## src/usam_map.vh

```
`ifndef USAM_MAP_VH
`define USAM_MAP_VH

// ----------------------------------------------------------------
// Register byte addresses
// ----------------------------------------------------------------
`define USAM_ADDR_DATA 12'h000
`define USAM_ADDR_CTRL 12'h004
`define USAM_ADDR_POWER 12'h008

// ----------------------------------------------------------------
// Control and power register fields
// ----------------------------------------------------------------
`define USAM_CTRL_RX_DONE 0
`define USAM_CTRL_TX_DONE 1
`define USAM_CTRL_NINTH 2
`define USAM_CTRL_RX_EN 4
`define USAM_CTRL_QUALIFY 5
`define USAM_CTRL_ASYNC 6
`define USAM_POWER_DOUBLE 0
`define USAM_BAUD_DOUBLE_RST 1'h0

// ----------------------------------------------------------------
// Machine-cycle states and counts
// ----------------------------------------------------------------
`define USAM_ST_S1 3'h0
`define USAM_ST_S3 3'h2
`define USAM_ST_S4 3'h3
`define USAM_ST_S5 3'h4
`define USAM_ST_S6 3'h5
`define USAM_DIV_LAST 4'hF
`define USAM_VOTE_A 4'h6
`define USAM_VOTE_B 4'h7
`define USAM_VOTE_C 4'h8
`define USAM_TX_MARK 8'h01
`define USAM_TX_LOAD 1'h1
`define USAM_RX_PRE_SHIFT 8'hFE
`define USAM_RX_PRE_ASYNC 9'h1FF

`endif

```

## src/usam_core.v

```verilog
`timescale 1ns/1ps
`include "usam_map.vh"
module usam_core (
  input wire ref_clk,
  input wire reset,
  input wire [11:0] paddr,
  input wire psel,
  input wire penable,
  input wire pwrite,
  input wire [31:0] pwdata,
  output reg [31:0] prdata,
  output reg pready,
  output reg pslverr,
  input wire timer1_overflow,
  output reg shift_clock_line,
  input wire shift_data_line_in,
  output reg shift_data_line_out,
  output reg shift_data_line_oe
);

  // ----------------------------------------------------------------
  // State encodings
  // ----------------------------------------------------------------
  localparam TX_IDLE = 4'h1;
  localparam TX_ARM = 4'h2;
  localparam TX_SEND = 4'h4;
  localparam TX_DATA = 4'h8;
  localparam RX_IDLE = 4'h1;
  localparam RX_ARM = 4'h2;
  localparam RX_RECV = 4'h4;
  localparam RX_ASYNC = 4'h8;

  // ----------------------------------------------------------------
  // Functions
  // ----------------------------------------------------------------
  // One-hot register select: bit0 data, bit1 control, bit2 power
  function [2:0] reg_select;
    input [11:0] addr;
    begin
      reg_select = 3'h0;
      if (addr == `USAM_ADDR_DATA) begin
        reg_select = 3'h1;
      end else if (addr == `USAM_ADDR_CTRL) begin
        reg_select = 3'h2;
      end else if (addr == `USAM_ADDR_POWER) begin
        reg_select = 3'h4;
      end
    end
  endfunction

  // Both receivers shift left, so the first bit lands on top
  function [7:0] bit_reverse;
    input [7:0] value;
    integer i;
    begin
      bit_reverse = 8'h00;
      for (i = 0; i < 8; i = i + 1) begin
        bit_reverse[i] = value[7 - i];
      end
    end
  endfunction

  // ----------------------------------------------------------------
  // Declarations
  // ----------------------------------------------------------------
  reg [2:0] mstate;
  reg data_meta;
  reg data_sync;
  reg data_prev;
  reg ovf_half;
  reg [3:0] div16;
  reg [7:0] rx_buffer;
  reg rx_done_flag;
  reg tx_done_flag;
  reg rx_ninth_bit;
  reg rx_enable;
  reg multiproc_qualify_bit;
  reg mode_async;
  reg baud_double_bit;
  reg [3:0] tx_state;
  reg [8:0] tx_sr;
  reg tx_cyc;
  reg tx_roll;
  reg tx_last;
  reg [3:0] rx_state;
  reg [8:0] rx_sr;
  reg rx_first;
  reg rx_last;
  reg rx_sample;
  reg [2:0] votes;
  reg tx_set;
  reg rx_set;
  reg next_clock;
  reg next_data_out;
  reg next_data_oe;
  reg [31:0] next_prdata;
  wire [2:0] sel;
  wire apb_req;
  wire wr_fire;
  wire wr_data;
  wire wr_ctrl;
  wire wr_power;
  wire at_s1;
  wire at_s6;
  wire tick16;
  wire rollover;
  wire fall;
  wire rx_start;
  wire vote_bit;

  // ----------------------------------------------------------------
  // Bus decode
  // ----------------------------------------------------------------
  // Writes land on the edge where the master sees pready high
  assign sel = reg_select(paddr);
  assign apb_req = psel & penable & ~pready;
  assign wr_fire = psel & penable & pready & pwrite;
  assign wr_data = wr_fire & sel[0];
  assign wr_ctrl = wr_fire & sel[1];
  assign wr_power = wr_fire & sel[2];

  // ----------------------------------------------------------------
  // Timing base
  // ----------------------------------------------------------------
  // Six states per machine cycle, one clock each
  always @(posedge ref_clk) begin
    if (reset) begin
      mstate <= `USAM_ST_S1;
    end else if (mstate == `USAM_ST_S6) begin
      mstate <= `USAM_ST_S1;
    end else begin
      mstate <= mstate + 3'h1;
    end
  end

  assign at_s1 = (mstate == `USAM_ST_S1);
  assign at_s6 = (mstate == `USAM_ST_S6);

  // Halve the overflows unless the doubling bit is set
  assign tick16 = timer1_overflow &
                  (baud_double_bit | ovf_half);
  assign rollover = tick16 & (div16 == `USAM_DIV_LAST);
  assign fall = data_prev & ~data_sync;
  assign rx_start = (rx_state == RX_IDLE) & mode_async & rx_enable & fall;

  // Overflow halver and divide-by-16 counter
  always @(posedge ref_clk) begin
    if (reset) begin
      ovf_half <= 1'b0;
      div16 <= 4'h0;
    end else begin
      if (timer1_overflow) begin
        ovf_half <= ~ovf_half;
      end
      if (rx_start) begin
        div16 <= 4'h0;
      end else if (tick16) begin
        div16 <= div16 + 4'h1;
      end
    end
  end

  // Data pin is asynchronous; the edge finder reads only stages two and three
  always @(posedge ref_clk) begin
    if (reset) begin
      data_meta <= 1'b1;
      data_sync <= 1'b1;
      data_prev <= 1'b1;
    end else begin
      data_meta <= shift_data_line_in;
      data_sync <= data_meta;
      data_prev <= data_sync;
    end
  end

  // ----------------------------------------------------------------
  // Software registers
  // ----------------------------------------------------------------
  // Flags: writing 0 clears, hardware set wins over that clear
  always @(posedge ref_clk) begin
    if (reset) begin
      rx_done_flag <= 1'b0;
      tx_done_flag <= 1'b0;
      rx_enable <= 1'b0;
      multiproc_qualify_bit <= 1'b0;
      mode_async <= 1'b0;
      baud_double_bit <= `USAM_BAUD_DOUBLE_RST;
    end else begin
      if (rx_set) begin
        rx_done_flag <= 1'b1;
      end else if (wr_ctrl & ~pwdata[`USAM_CTRL_RX_DONE]) begin
        rx_done_flag <= 1'b0;
      end
      if (tx_set) begin
        tx_done_flag <= 1'b1;
      end else if (wr_ctrl & ~pwdata[`USAM_CTRL_TX_DONE]) begin
        tx_done_flag <= 1'b0;
      end
      if (wr_ctrl) begin
        rx_enable <= pwdata[`USAM_CTRL_RX_EN];
        multiproc_qualify_bit <= pwdata[`USAM_CTRL_QUALIFY];
        mode_async <= pwdata[`USAM_CTRL_ASYNC];
      end
      if (wr_power) begin
        baud_double_bit <= pwdata[`USAM_POWER_DOUBLE];
      end
    end
  end

  // Read mux; unmapped addresses read zero
  always @* begin
    next_prdata = 32'h00000000;
    if (sel[0]) begin
      next_prdata[7:0] = rx_buffer;
    end else if (sel[1]) begin
      next_prdata[`USAM_CTRL_RX_DONE] = rx_done_flag;
      next_prdata[`USAM_CTRL_TX_DONE] = tx_done_flag;
      next_prdata[`USAM_CTRL_NINTH] = rx_ninth_bit;
      next_prdata[`USAM_CTRL_RX_EN] = rx_enable;
      next_prdata[`USAM_CTRL_QUALIFY] = multiproc_qualify_bit;
      next_prdata[`USAM_CTRL_ASYNC] = mode_async;
    end else if (sel[2]) begin
      next_prdata[`USAM_POWER_DOUBLE] = baud_double_bit;
    end
  end

  // One wait state, so every answer comes from a flip-flop
  always @(posedge ref_clk) begin
    if (reset) begin
      pready <= 1'b0;
      pslverr <= 1'b0;
      prdata <= 32'h00000000;
    end else begin
      pready <= apb_req;
      if (apb_req) begin
        pslverr <= ~(|sel);
        prdata <= pwrite ? 32'h00000000 : next_prdata;
      end else begin
        pslverr <= 1'b0;
      end
    end
  end

  // ----------------------------------------------------------------
  // Transmitter
  // ----------------------------------------------------------------
  // A write while busy is dropped, the frame in flight is kept
  always @(posedge ref_clk) begin
    if (reset) begin
      tx_state <= TX_IDLE;
      tx_sr <= 9'h1FF;
      tx_cyc <= 1'b0;
      tx_roll <= 1'b0;
      tx_last <= 1'b0;
      tx_set <= 1'b0;
    end else begin
      tx_set <= 1'b0;
      case (tx_state)
        TX_IDLE: begin
          if (wr_data) begin
            tx_sr <= {`USAM_TX_LOAD, pwdata[7:0]};
            tx_cyc <= 1'b0;
            tx_roll <= 1'b0;
            tx_last <= 1'b0;
            tx_state <= TX_ARM;
          end
        end
        TX_ARM: begin
          if (!mode_async) begin
            // First S6 is the write's own cycle, second starts send
            if (at_s6) begin
              if (tx_cyc) begin
                tx_state <= TX_SEND;
              end else begin
                tx_cyc <= 1'b1;
              end
            end
          end else begin
            if (rollover) begin
              tx_roll <= 1'b1;
            end
            if (tx_roll & at_s1) begin
              tx_state <= TX_SEND;
            end
          end
        end
        TX_SEND: begin
          if (!mode_async) begin
            if (tx_last & at_s1) begin
              tx_state <= TX_IDLE;
              tx_set <= 1'b1;
            end else if (at_s6 & !tx_last) begin
              tx_sr <= {1'b0, tx_sr[8:1]};
              // Marker test ignores the LSB now at the output
              if (tx_sr[8:1] == `USAM_TX_MARK) begin
                tx_last <= 1'b1;
              end
            end
          end else if (rollover) begin
            tx_state <= TX_DATA;
          end
        end
        TX_DATA: begin
          if (rollover) begin
            tx_sr <= {1'b0, tx_sr[8:1]};
            if (tx_sr[8:1] == `USAM_TX_MARK) begin
              tx_state <= TX_IDLE;
              tx_set <= 1'b1;
            end
          end
        end
        default: begin
          tx_state <= TX_IDLE;
        end
      endcase
    end
  end

  // ----------------------------------------------------------------
  // Receiver
  // ----------------------------------------------------------------
  usam_vote u_vote (
    .samples(votes),
    .accepted(vote_bit)
  );

  // Shift-mode data sampled at S5 of each machine cycle
  always @(posedge ref_clk) begin
    if (reset) begin
      rx_sample <= 1'b1;
    end else if (mstate == `USAM_ST_S5) begin
      rx_sample <= data_sync;
    end
  end

  // Mode changes during a frame are not guarded against
  always @(posedge ref_clk) begin
    if (reset) begin
      rx_state <= RX_IDLE;
      rx_sr <= 9'h1FF;
      rx_first <= 1'b0;
      rx_last <= 1'b0;
      votes <= 3'h7;
      rx_buffer <= 8'h00;
      rx_ninth_bit <= 1'b0;
      rx_set <= 1'b0;
    end else begin
      rx_set <= 1'b0;
      case (rx_state)
        RX_IDLE: begin
          rx_last <= 1'b0;
          if (!mode_async & rx_enable & !rx_done_flag) begin
            rx_state <= RX_ARM;
          end else if (rx_start) begin
            rx_sr <= `USAM_RX_PRE_ASYNC;
            rx_first <= 1'b1;
            rx_state <= RX_ASYNC;
          end
        end
        RX_ARM: begin
          if (at_s6) begin
            rx_sr[7:0] <= `USAM_RX_PRE_SHIFT;
            rx_state <= RX_RECV;
          end
        end
        RX_RECV: begin
          if (rx_last & at_s1) begin
            rx_state <= RX_IDLE;
            rx_set <= 1'b1;
          end else if (at_s6 & !rx_last) begin
            rx_sr[7:0] <= {rx_sr[6:0], rx_sample};
            if (!rx_sr[7]) begin
              rx_last <= 1'b1;
              rx_buffer <= bit_reverse({rx_sr[6:0], rx_sample});
            end
          end
        end
        RX_ASYNC: begin
          if (tick16 & (div16 == `USAM_VOTE_A)) begin
            votes[0] <= data_sync;
          end
          if (tick16 & (div16 == `USAM_VOTE_B)) begin
            votes[1] <= data_sync;
          end
          if (tick16 & (div16 == `USAM_VOTE_C)) begin
            votes[2] <= data_sync;
          end
          if (rollover) begin
            if (rx_first) begin
              rx_first <= 1'b0;
              if (vote_bit) begin
                rx_state <= RX_IDLE;
              end else begin
                rx_sr <= {rx_sr[7:0], vote_bit};
              end
            end else if (!rx_sr[8]) begin
              // Final rollover, no shift: the voted bit is the stop bit
              rx_state <= RX_IDLE;
              if (!rx_done_flag &
                  (!multiproc_qualify_bit | vote_bit)) begin
                rx_buffer <= bit_reverse(rx_sr[7:0]);
                rx_ninth_bit <= vote_bit;
                rx_set <= 1'b1;
              end
            end else begin
              rx_sr <= {rx_sr[7:0], vote_bit};
            end
          end
        end
        default: begin
          rx_state <= RX_IDLE;
        end
      endcase
    end
  end

  // ----------------------------------------------------------------
  // Pin drive
  // ----------------------------------------------------------------
  // Pins lag the internal state by one clock to stay registered
  always @* begin
    next_clock = 1'b1;
    next_data_out = 1'b1;
    next_data_oe = 1'b0;
    if (!mode_async) begin
      if ((tx_state == TX_SEND) | (rx_state == RX_RECV)) begin
        next_clock = ~((mstate == `USAM_ST_S3) |
                       (mstate == `USAM_ST_S4) |
                       (mstate == `USAM_ST_S5));
      end
      if (tx_state == TX_SEND) begin
        next_data_out = tx_sr[0];
        next_data_oe = 1'b1;
      end
    end else begin
      if (tx_state == TX_SEND) begin
        next_clock = 1'b0;
      end else if (tx_state == TX_DATA) begin
        next_clock = tx_sr[0];
      end
    end
  end

  // Output registers
  always @(posedge ref_clk) begin
    if (reset) begin
      shift_clock_line <= 1'b1;
      shift_data_line_out <= 1'b1;
      shift_data_line_oe <= 1'b0;
    end else begin
      shift_clock_line <= next_clock;
      shift_data_line_out <= next_data_out;
      shift_data_line_oe <= next_data_oe;
    end
  end

endmodule

```

## src/usam_vote.v

```verilog
`timescale 1ns/1ps
// ----------------------------------------------------------------
// Two-of-three bit detector
// ----------------------------------------------------------------
module usam_vote (
  input wire [2:0] samples,
  output wire accepted
);

  // Majority rejects a single noisy sample
  assign accepted = (samples[0] & samples[1]) |
                    (samples[1] & samples[2]) |
                    (samples[0] & samples[2]);

endmodule

```

## config.mk

```make
export PLATFORM = sky130hd
export DESIGN_NAME = usam_core
export DESIGN_NICKNAME = d
export VERILOG_FILES = /design/src/usam_core.v /design/src/usam_vote.v
export VERILOG_INCLUDE_DIRS = /design/src
export SDC_FILE = /design/constraint.sdc
export NUM_CORES = 1
export LEC_CHECK = 0
export BUFFER_PORTS_ARGS = -buffer_cell sky130_fd_sc_hd__buf_2
export CORE_UTILIZATION = 45
export DETAILED_ROUTE_END_ITERATION = 10
export HOLD_SLACK_MARGIN = 0.02
export PLACE_DENSITY = 0.68
export SLEW_MARGIN = 25
export SYNTH_ARGS = -nofsm -noshare
export SYNTH_HDL_FRONTEND = slang
export SYNTH_SLANG_ARGS = --single-unit
```

## constraint.sdc

```tcl
create_clock -name ref_clk -period 3.75 [get_ports ref_clk]
set_input_delay 0.9375 -clock ref_clk [delete_from_list [all_inputs] [get_ports ref_clk]]
set_output_delay 0.9375 -clock ref_clk [all_outputs]
set_load 0.005 [all_outputs]
```

After elaboration in Yosys (flattened, before gate mapping)
Index checks and enable logic that the tools add are counted.

storage, ports and cells
  bits in registers = 100
  input bits = 51
  output and inout port bits = 37

cells by class
  add/sub/neg operators = 2
  equal/unequal tests = 51
  mux-type cells = 97
  bitwise operators = 47
  reductions and logical operators = 37

operators by type and width
  cell                   number
  $mux W9                11
  $mux W8                11
  $mux W4                18
  $ne A2 B2 Y1 const B   22
  $mux W1                37
  $pmux W4 S4            2
  $pmux W8 S4            1
  $and A1 B1 Y1          29
  $ne A3 B3 Y1 const B   9
  $pmux W9 S3            1
  $mux W3                6
  $reduce_and A6 Y1      3
  $eq A4 B3 Y1 const B   4
  $eq A4 B4 Y1 const B   4
  $pmux W1 S2            8
  $pmux W8 S2            1
  $reduce_and A4 Y1      4
  $reduce_and A8 Y1      2
  $reduce_bool A2 Y1     7
  $eq A12 B3 Y1 const B  1
  $eq A12 B4 Y1 const B  1
  $logic_not A12 Y1      1
  $not A1 Y1             11
  $reduce_and A5 Y1      2
  other kinds (18)       38

Depth between registers and ports, before layout
  depth after elaboration = 10
  mapped depth = 8
  gate-level depth less buffers = 7

Modules after synthesis
From an unflattened synthesis, not the netlist that was laid out.

second synthesis, totals
  cells, all modules = 438
  area total of the unflattened synthesis = 4058.9 um^2

modules (own cells, without submodules)
  module     instances  cells each  area each (um^2)
  usam_core  1          437         4047.6
  usam_vote  1          1           11.3

Worst setup path after synthesis
No wires, ideal clock.

  path type = input port to flip-flop
  start = in paddr[9]
  end = reg rx_done_flag
  setup time = 134 ps
  arrival time = 2171 ps
  data required time = 3616 ps
  slack = 1445 ps
  cell stages on the path = 6
  buffers on the path = 1
  cells stage by stage = nor4_1 nand3_1 or3_1 clkbuf_1 o21ai_0 a21oi_1

on the way
  word-level cells in the longest chain between the ends = 6

ends and longest elaborated chain
  element                                RTL line         source
  start: declaration                     usam_core.v:6    input wire [11:0] paddr,
  $eq A12 B3 Y1 (no source line)         --
  $mux W3                                usam_core.v:43   end else if (addr == `USAM_ADDR_CTRL) begin
  $mux W3 *                              usam_core.v:41   if (addr == `USAM_ADDR_DATA) begin
  $and A1 B1 Y1 *                        usam_core.v:119  assign wr_ctrl = wr_fire & sel[1];
  $and A1 B1 Y1 *                        usam_core.v:191  end else if (wr_ctrl & ~pwdata[`USAM_CTRL_RX_DONE]) begin
  $reduce_bool A2 Y1 (no source line) *  --
  end signal: assignment                 usam_core.v:182  rx_done_flag <= 1'b0;
  end signal: assignment                 usam_core.v:190  rx_done_flag <= 1'b1;
  end signal: assignment                 usam_core.v:192  rx_done_flag <= 1'b0;
  end: declaration                       usam_core.v:73   reg rx_done_flag;

Mark *: on every way between the ends. The rest lies on a longest branch, timed or not.
A chain may end at the register's enable or synchronous reset.

Worst setup path in the final report
  start = in timer1_overflow
  end = reg rx_buffer[1]

on the way
  word-level cells in the longest chain between the ends = 4

ends and longest elaborated chain
  element                             RTL line         source
  start: declaration                  usam_core.v:14   input wire timer1_overflow,
  $and A1 B1 Y1                       usam_core.v:140  assign tick16 = timer1_overflow &
  $and A1 B1 Y1                       usam_core.v:142  assign rollover = tick16 & (div16 == `USAM_DIV_LAST);
  $ne A2 B2 Y1 (no source line)       --
  $reduce_and A8 Y1 (no source line)  --
  end signal: assignment              usam_core.v:374  rx_buffer <= bit_reverse({rx_sr[6:0], rx_sample});
  end signal: assignment              usam_core.v:401  rx_buffer <= bit_reverse(rx_sr[7:0]);
  end: declaration                    usam_core.v:72   reg [7:0] rx_buffer;

No other way between the ends.

==> impl_results.md <==
- Post-layout minimum cycle time: 2390 ps
- Die W: 95.2 µm
- Vias in the first global route: 2958
- GRT met1 Usage: 0.251
- Chip height: 95.2 µm
- TritonCTS clock tree: built
- Gate Count Post-Synth: 456
- Worst setup path category: input port to flip-flop
- Final setup vio count: 0
- Port Buffers: 39
- Num CTS Buffers: 9
- Total power: 1970 µW
- Met2 Resource Use GR: 0.326
- Peak supply drop: 0.000267 V
- Wire per inst: 14.2 µm
- Yosys warns: 0
- Hold Path Class: flip-flop to flip-flop
- CORE AREA: 0.00830 mm²
- Worst-Margin Slew: 922 ps
- Design area: 0.00427 mm²
- Pwr dens: 462 mW/mm²
- Critical path launch point type: input port
- Full die area: 0.00905 mm²
- Residual DRC count: 0
- Area Growth Syn to Fin: 9.26%
- Routability congestion estimate from global placement: 0.859
- Fill count: 797
- Starting Density: 0.471
- Final core occ: 0.514
- Total negative setup slack: 0 ps
- Grt ovf: 0
- # IOs: 88
- Status: complete, no violations
- Root buffer cell: clkbuf_8
- Synth async-reset ratio: 0
- Antenna diode count: 0
- GRT Total Usage: 0.199
- Pre-CTS setup slack: 986 ps
- Maximum root-to-sink buffer count: 2
- Largest net degree at the start of global routing: 64
- Crit path capture type: flip-flop
- Max-cap violations: 0
- Post-DRT Antenna Nets: 0
- Fin crit share: 0.638
- Max frequency: 418 MHz
- WL final: 8470 µm
- Initial drt markers: 198
- Mean Syn Cell Area: 8.56 µm²
- GRT Max-Usage Layer: met2
- GR Util met3: 0.0486
- Fin nets: 543
- Routed vias: 3284
- Final worst slack: 1360 ps
- Ys flop type: dfxtp_1
- Share of post-route cells with drive strength above 1: 0.151
- First-pass GRT wire length: 13900 µm
- Fin Clk Skew: 8.57 ps
- Data arrival, critical path: 2610 ps
- Clock transition at path regs: 80 ps
- Final max-slew violation count: 0
- CP max FO: 14
- HPWL after DPL: 6110 µm
- Most frequent cells in the layout: 76 x dfxtp_1, 53 x nor2_1, 48 x nand2_1
- Unrepaired setup endpoints after global routing: no
- Initial antenna violation count: 0
- Synthesized flop and latch total: 76
- Seq/Total Area, Yosys: 0.390
- # clock sinks: 76
- Worst slew margin: 0.383
- Count of flip-flops with a built-in enable after synthesis: 0
- Syn Std Cell Area: 0.00390 mm²
- Hold buffers post-CTS: 0
- # rows: 33
- Later-pin clock latency in the skew report: 350 ps
- DP Area: 0.00404 mm²
- DRT Pass-1 Iters: 5
- WP data required: 3970 ps
- Final hold vios: 0
- Post-CTS Resized: 0
- # Post-CTS Setup Buffers: 0
- Leak Pwr: 0.00171 µW
- Commonest non-fill, non-tap cell in the layout: dfxtp_1
- Synth cell types: 63
- H-tree levels: 3
- Drt via density: 5.51
## sequential cells by signal, indices dropped and copies added, names as in the netlist, 3 cells and up
name	count
div16	4
mstate	3
prdata	8
rx_buffer	8
rx_sr	9
rx_state	4
tx_sr	9
tx_state	4
votes	3
## final timing paths
kind | startpoint | endpoint | slack (ps) | depth (start not counted)
setup reg to reg | div16[1] | rx_buffer[1] | 1460 | 6
setup / recovery | timer1_overflow | rx_buffer[1] | 1360 | 6
hold reg to reg | data_meta | data_sync | 420 | 1
hold / removal | data_meta | data_sync | 420 | 1
## where the power goes
group	switching [µW]	internal, µW
combinational	192	154
sequential	57.4	869
clock	319	379
## synthesized netlist by cell type, types with 2 or more instances
cell,number,area share
dfxtp_1,76,0.39
nor2_1,53,0.051
nand2_1,48,0.046
buf_4,28,0.054
mux2i_1,27,0.069
a21oi_1,23,0.029
nand3_1,13,0.017
nor3_1,13,0.017
o21ai_0,11,0.014
a211oi_1,10,0.019
inv_1,10,0.0096
a22oi_1,9,0.017
clkbuf_1,9,0.0087
nor2b_1,9,0.014
nor4_1,8,0.013
a311oi_1,6,0.013
buf_2,6,0.0077
ha_1,6,0.019
nand2b_1,6,0.0096
or4b_1,6,0.015
and3_1,5,0.0080
nor4b_1,5,0.011
or2_2,5,0.0080
and2_1,4,0.0064
o2bb2ai_1,4,0.0090
a31oi_1,3,0.0048
and2b_1,3,0.0058
nand4_1,3,0.0048
o31a_1,3,0.0067
xnor2_1,3,0.0067
a21o_1,2,0.0038
a32o_1,2,0.0051
and4b_1,2,0.0051
buf_1,2,0.0019
buf_6,2,0.0058
nand3b_1,2,0.0038
o21ai_1,2,0.0026
or3_1,2,0.0032
## metal layers
metal | share of wire | vias to the layer above
met1 | 0.47 | 1535
met4 | 0.012 | 0
met2 | 0.47 | 110
li1 | - | 1630
met5 | 0 | -
met3 | 0.051 | 9
## layout make-up
type,instances,area (µm²),share of cell area
clock inverter,7,98.8,0.0232
sequential,76,1520,0.357
timing repair buffer,43,225,0.0528
inverter,11,41.3,0.00968
multi-input combinational,345,2120,0.498
clock buffer,9,124,0.0290
tap,105,131,0.0308
## through the flow
step | cells | hold WS, ps
6_report | 596 | 422
5_1_grt | 596 | 446
4_1_cts | 596 | 431
3_5_place_dp | 580 | 396
3_3_place_gp | 580 | 395
2_1_floorplan | 479 | 389
## worst max-delay path, stage by stage
cell and delay [ps]:
buf_2 110, o21a_1 340, o2111ai_1 260, a211oi_4 640, mux2i_1 270, nor2_1 50
## cells by family (layout without fill, tap and decap cells)
group / count (synthesis) / in the layout / share of synthesized area
AO/OA/AOI/OAI: 87 / 87 / 0.156
XOR/XNOR: 4 / 4 / 0.00897
adder cells (fa/ha/maj): 7 / 7 / 0.0218
buffers and inverters: 58 / 70 / 0.0884
flip-flops: 76 / 76 / 0.390
multiplexers: 27 / 27 / 0.0692
other: 1 / 24 / 0.000960
AND/OR/NAND/NOR: 196 / 196 / 0.265
Note: power is estimated with default switching activity, not from simulation.
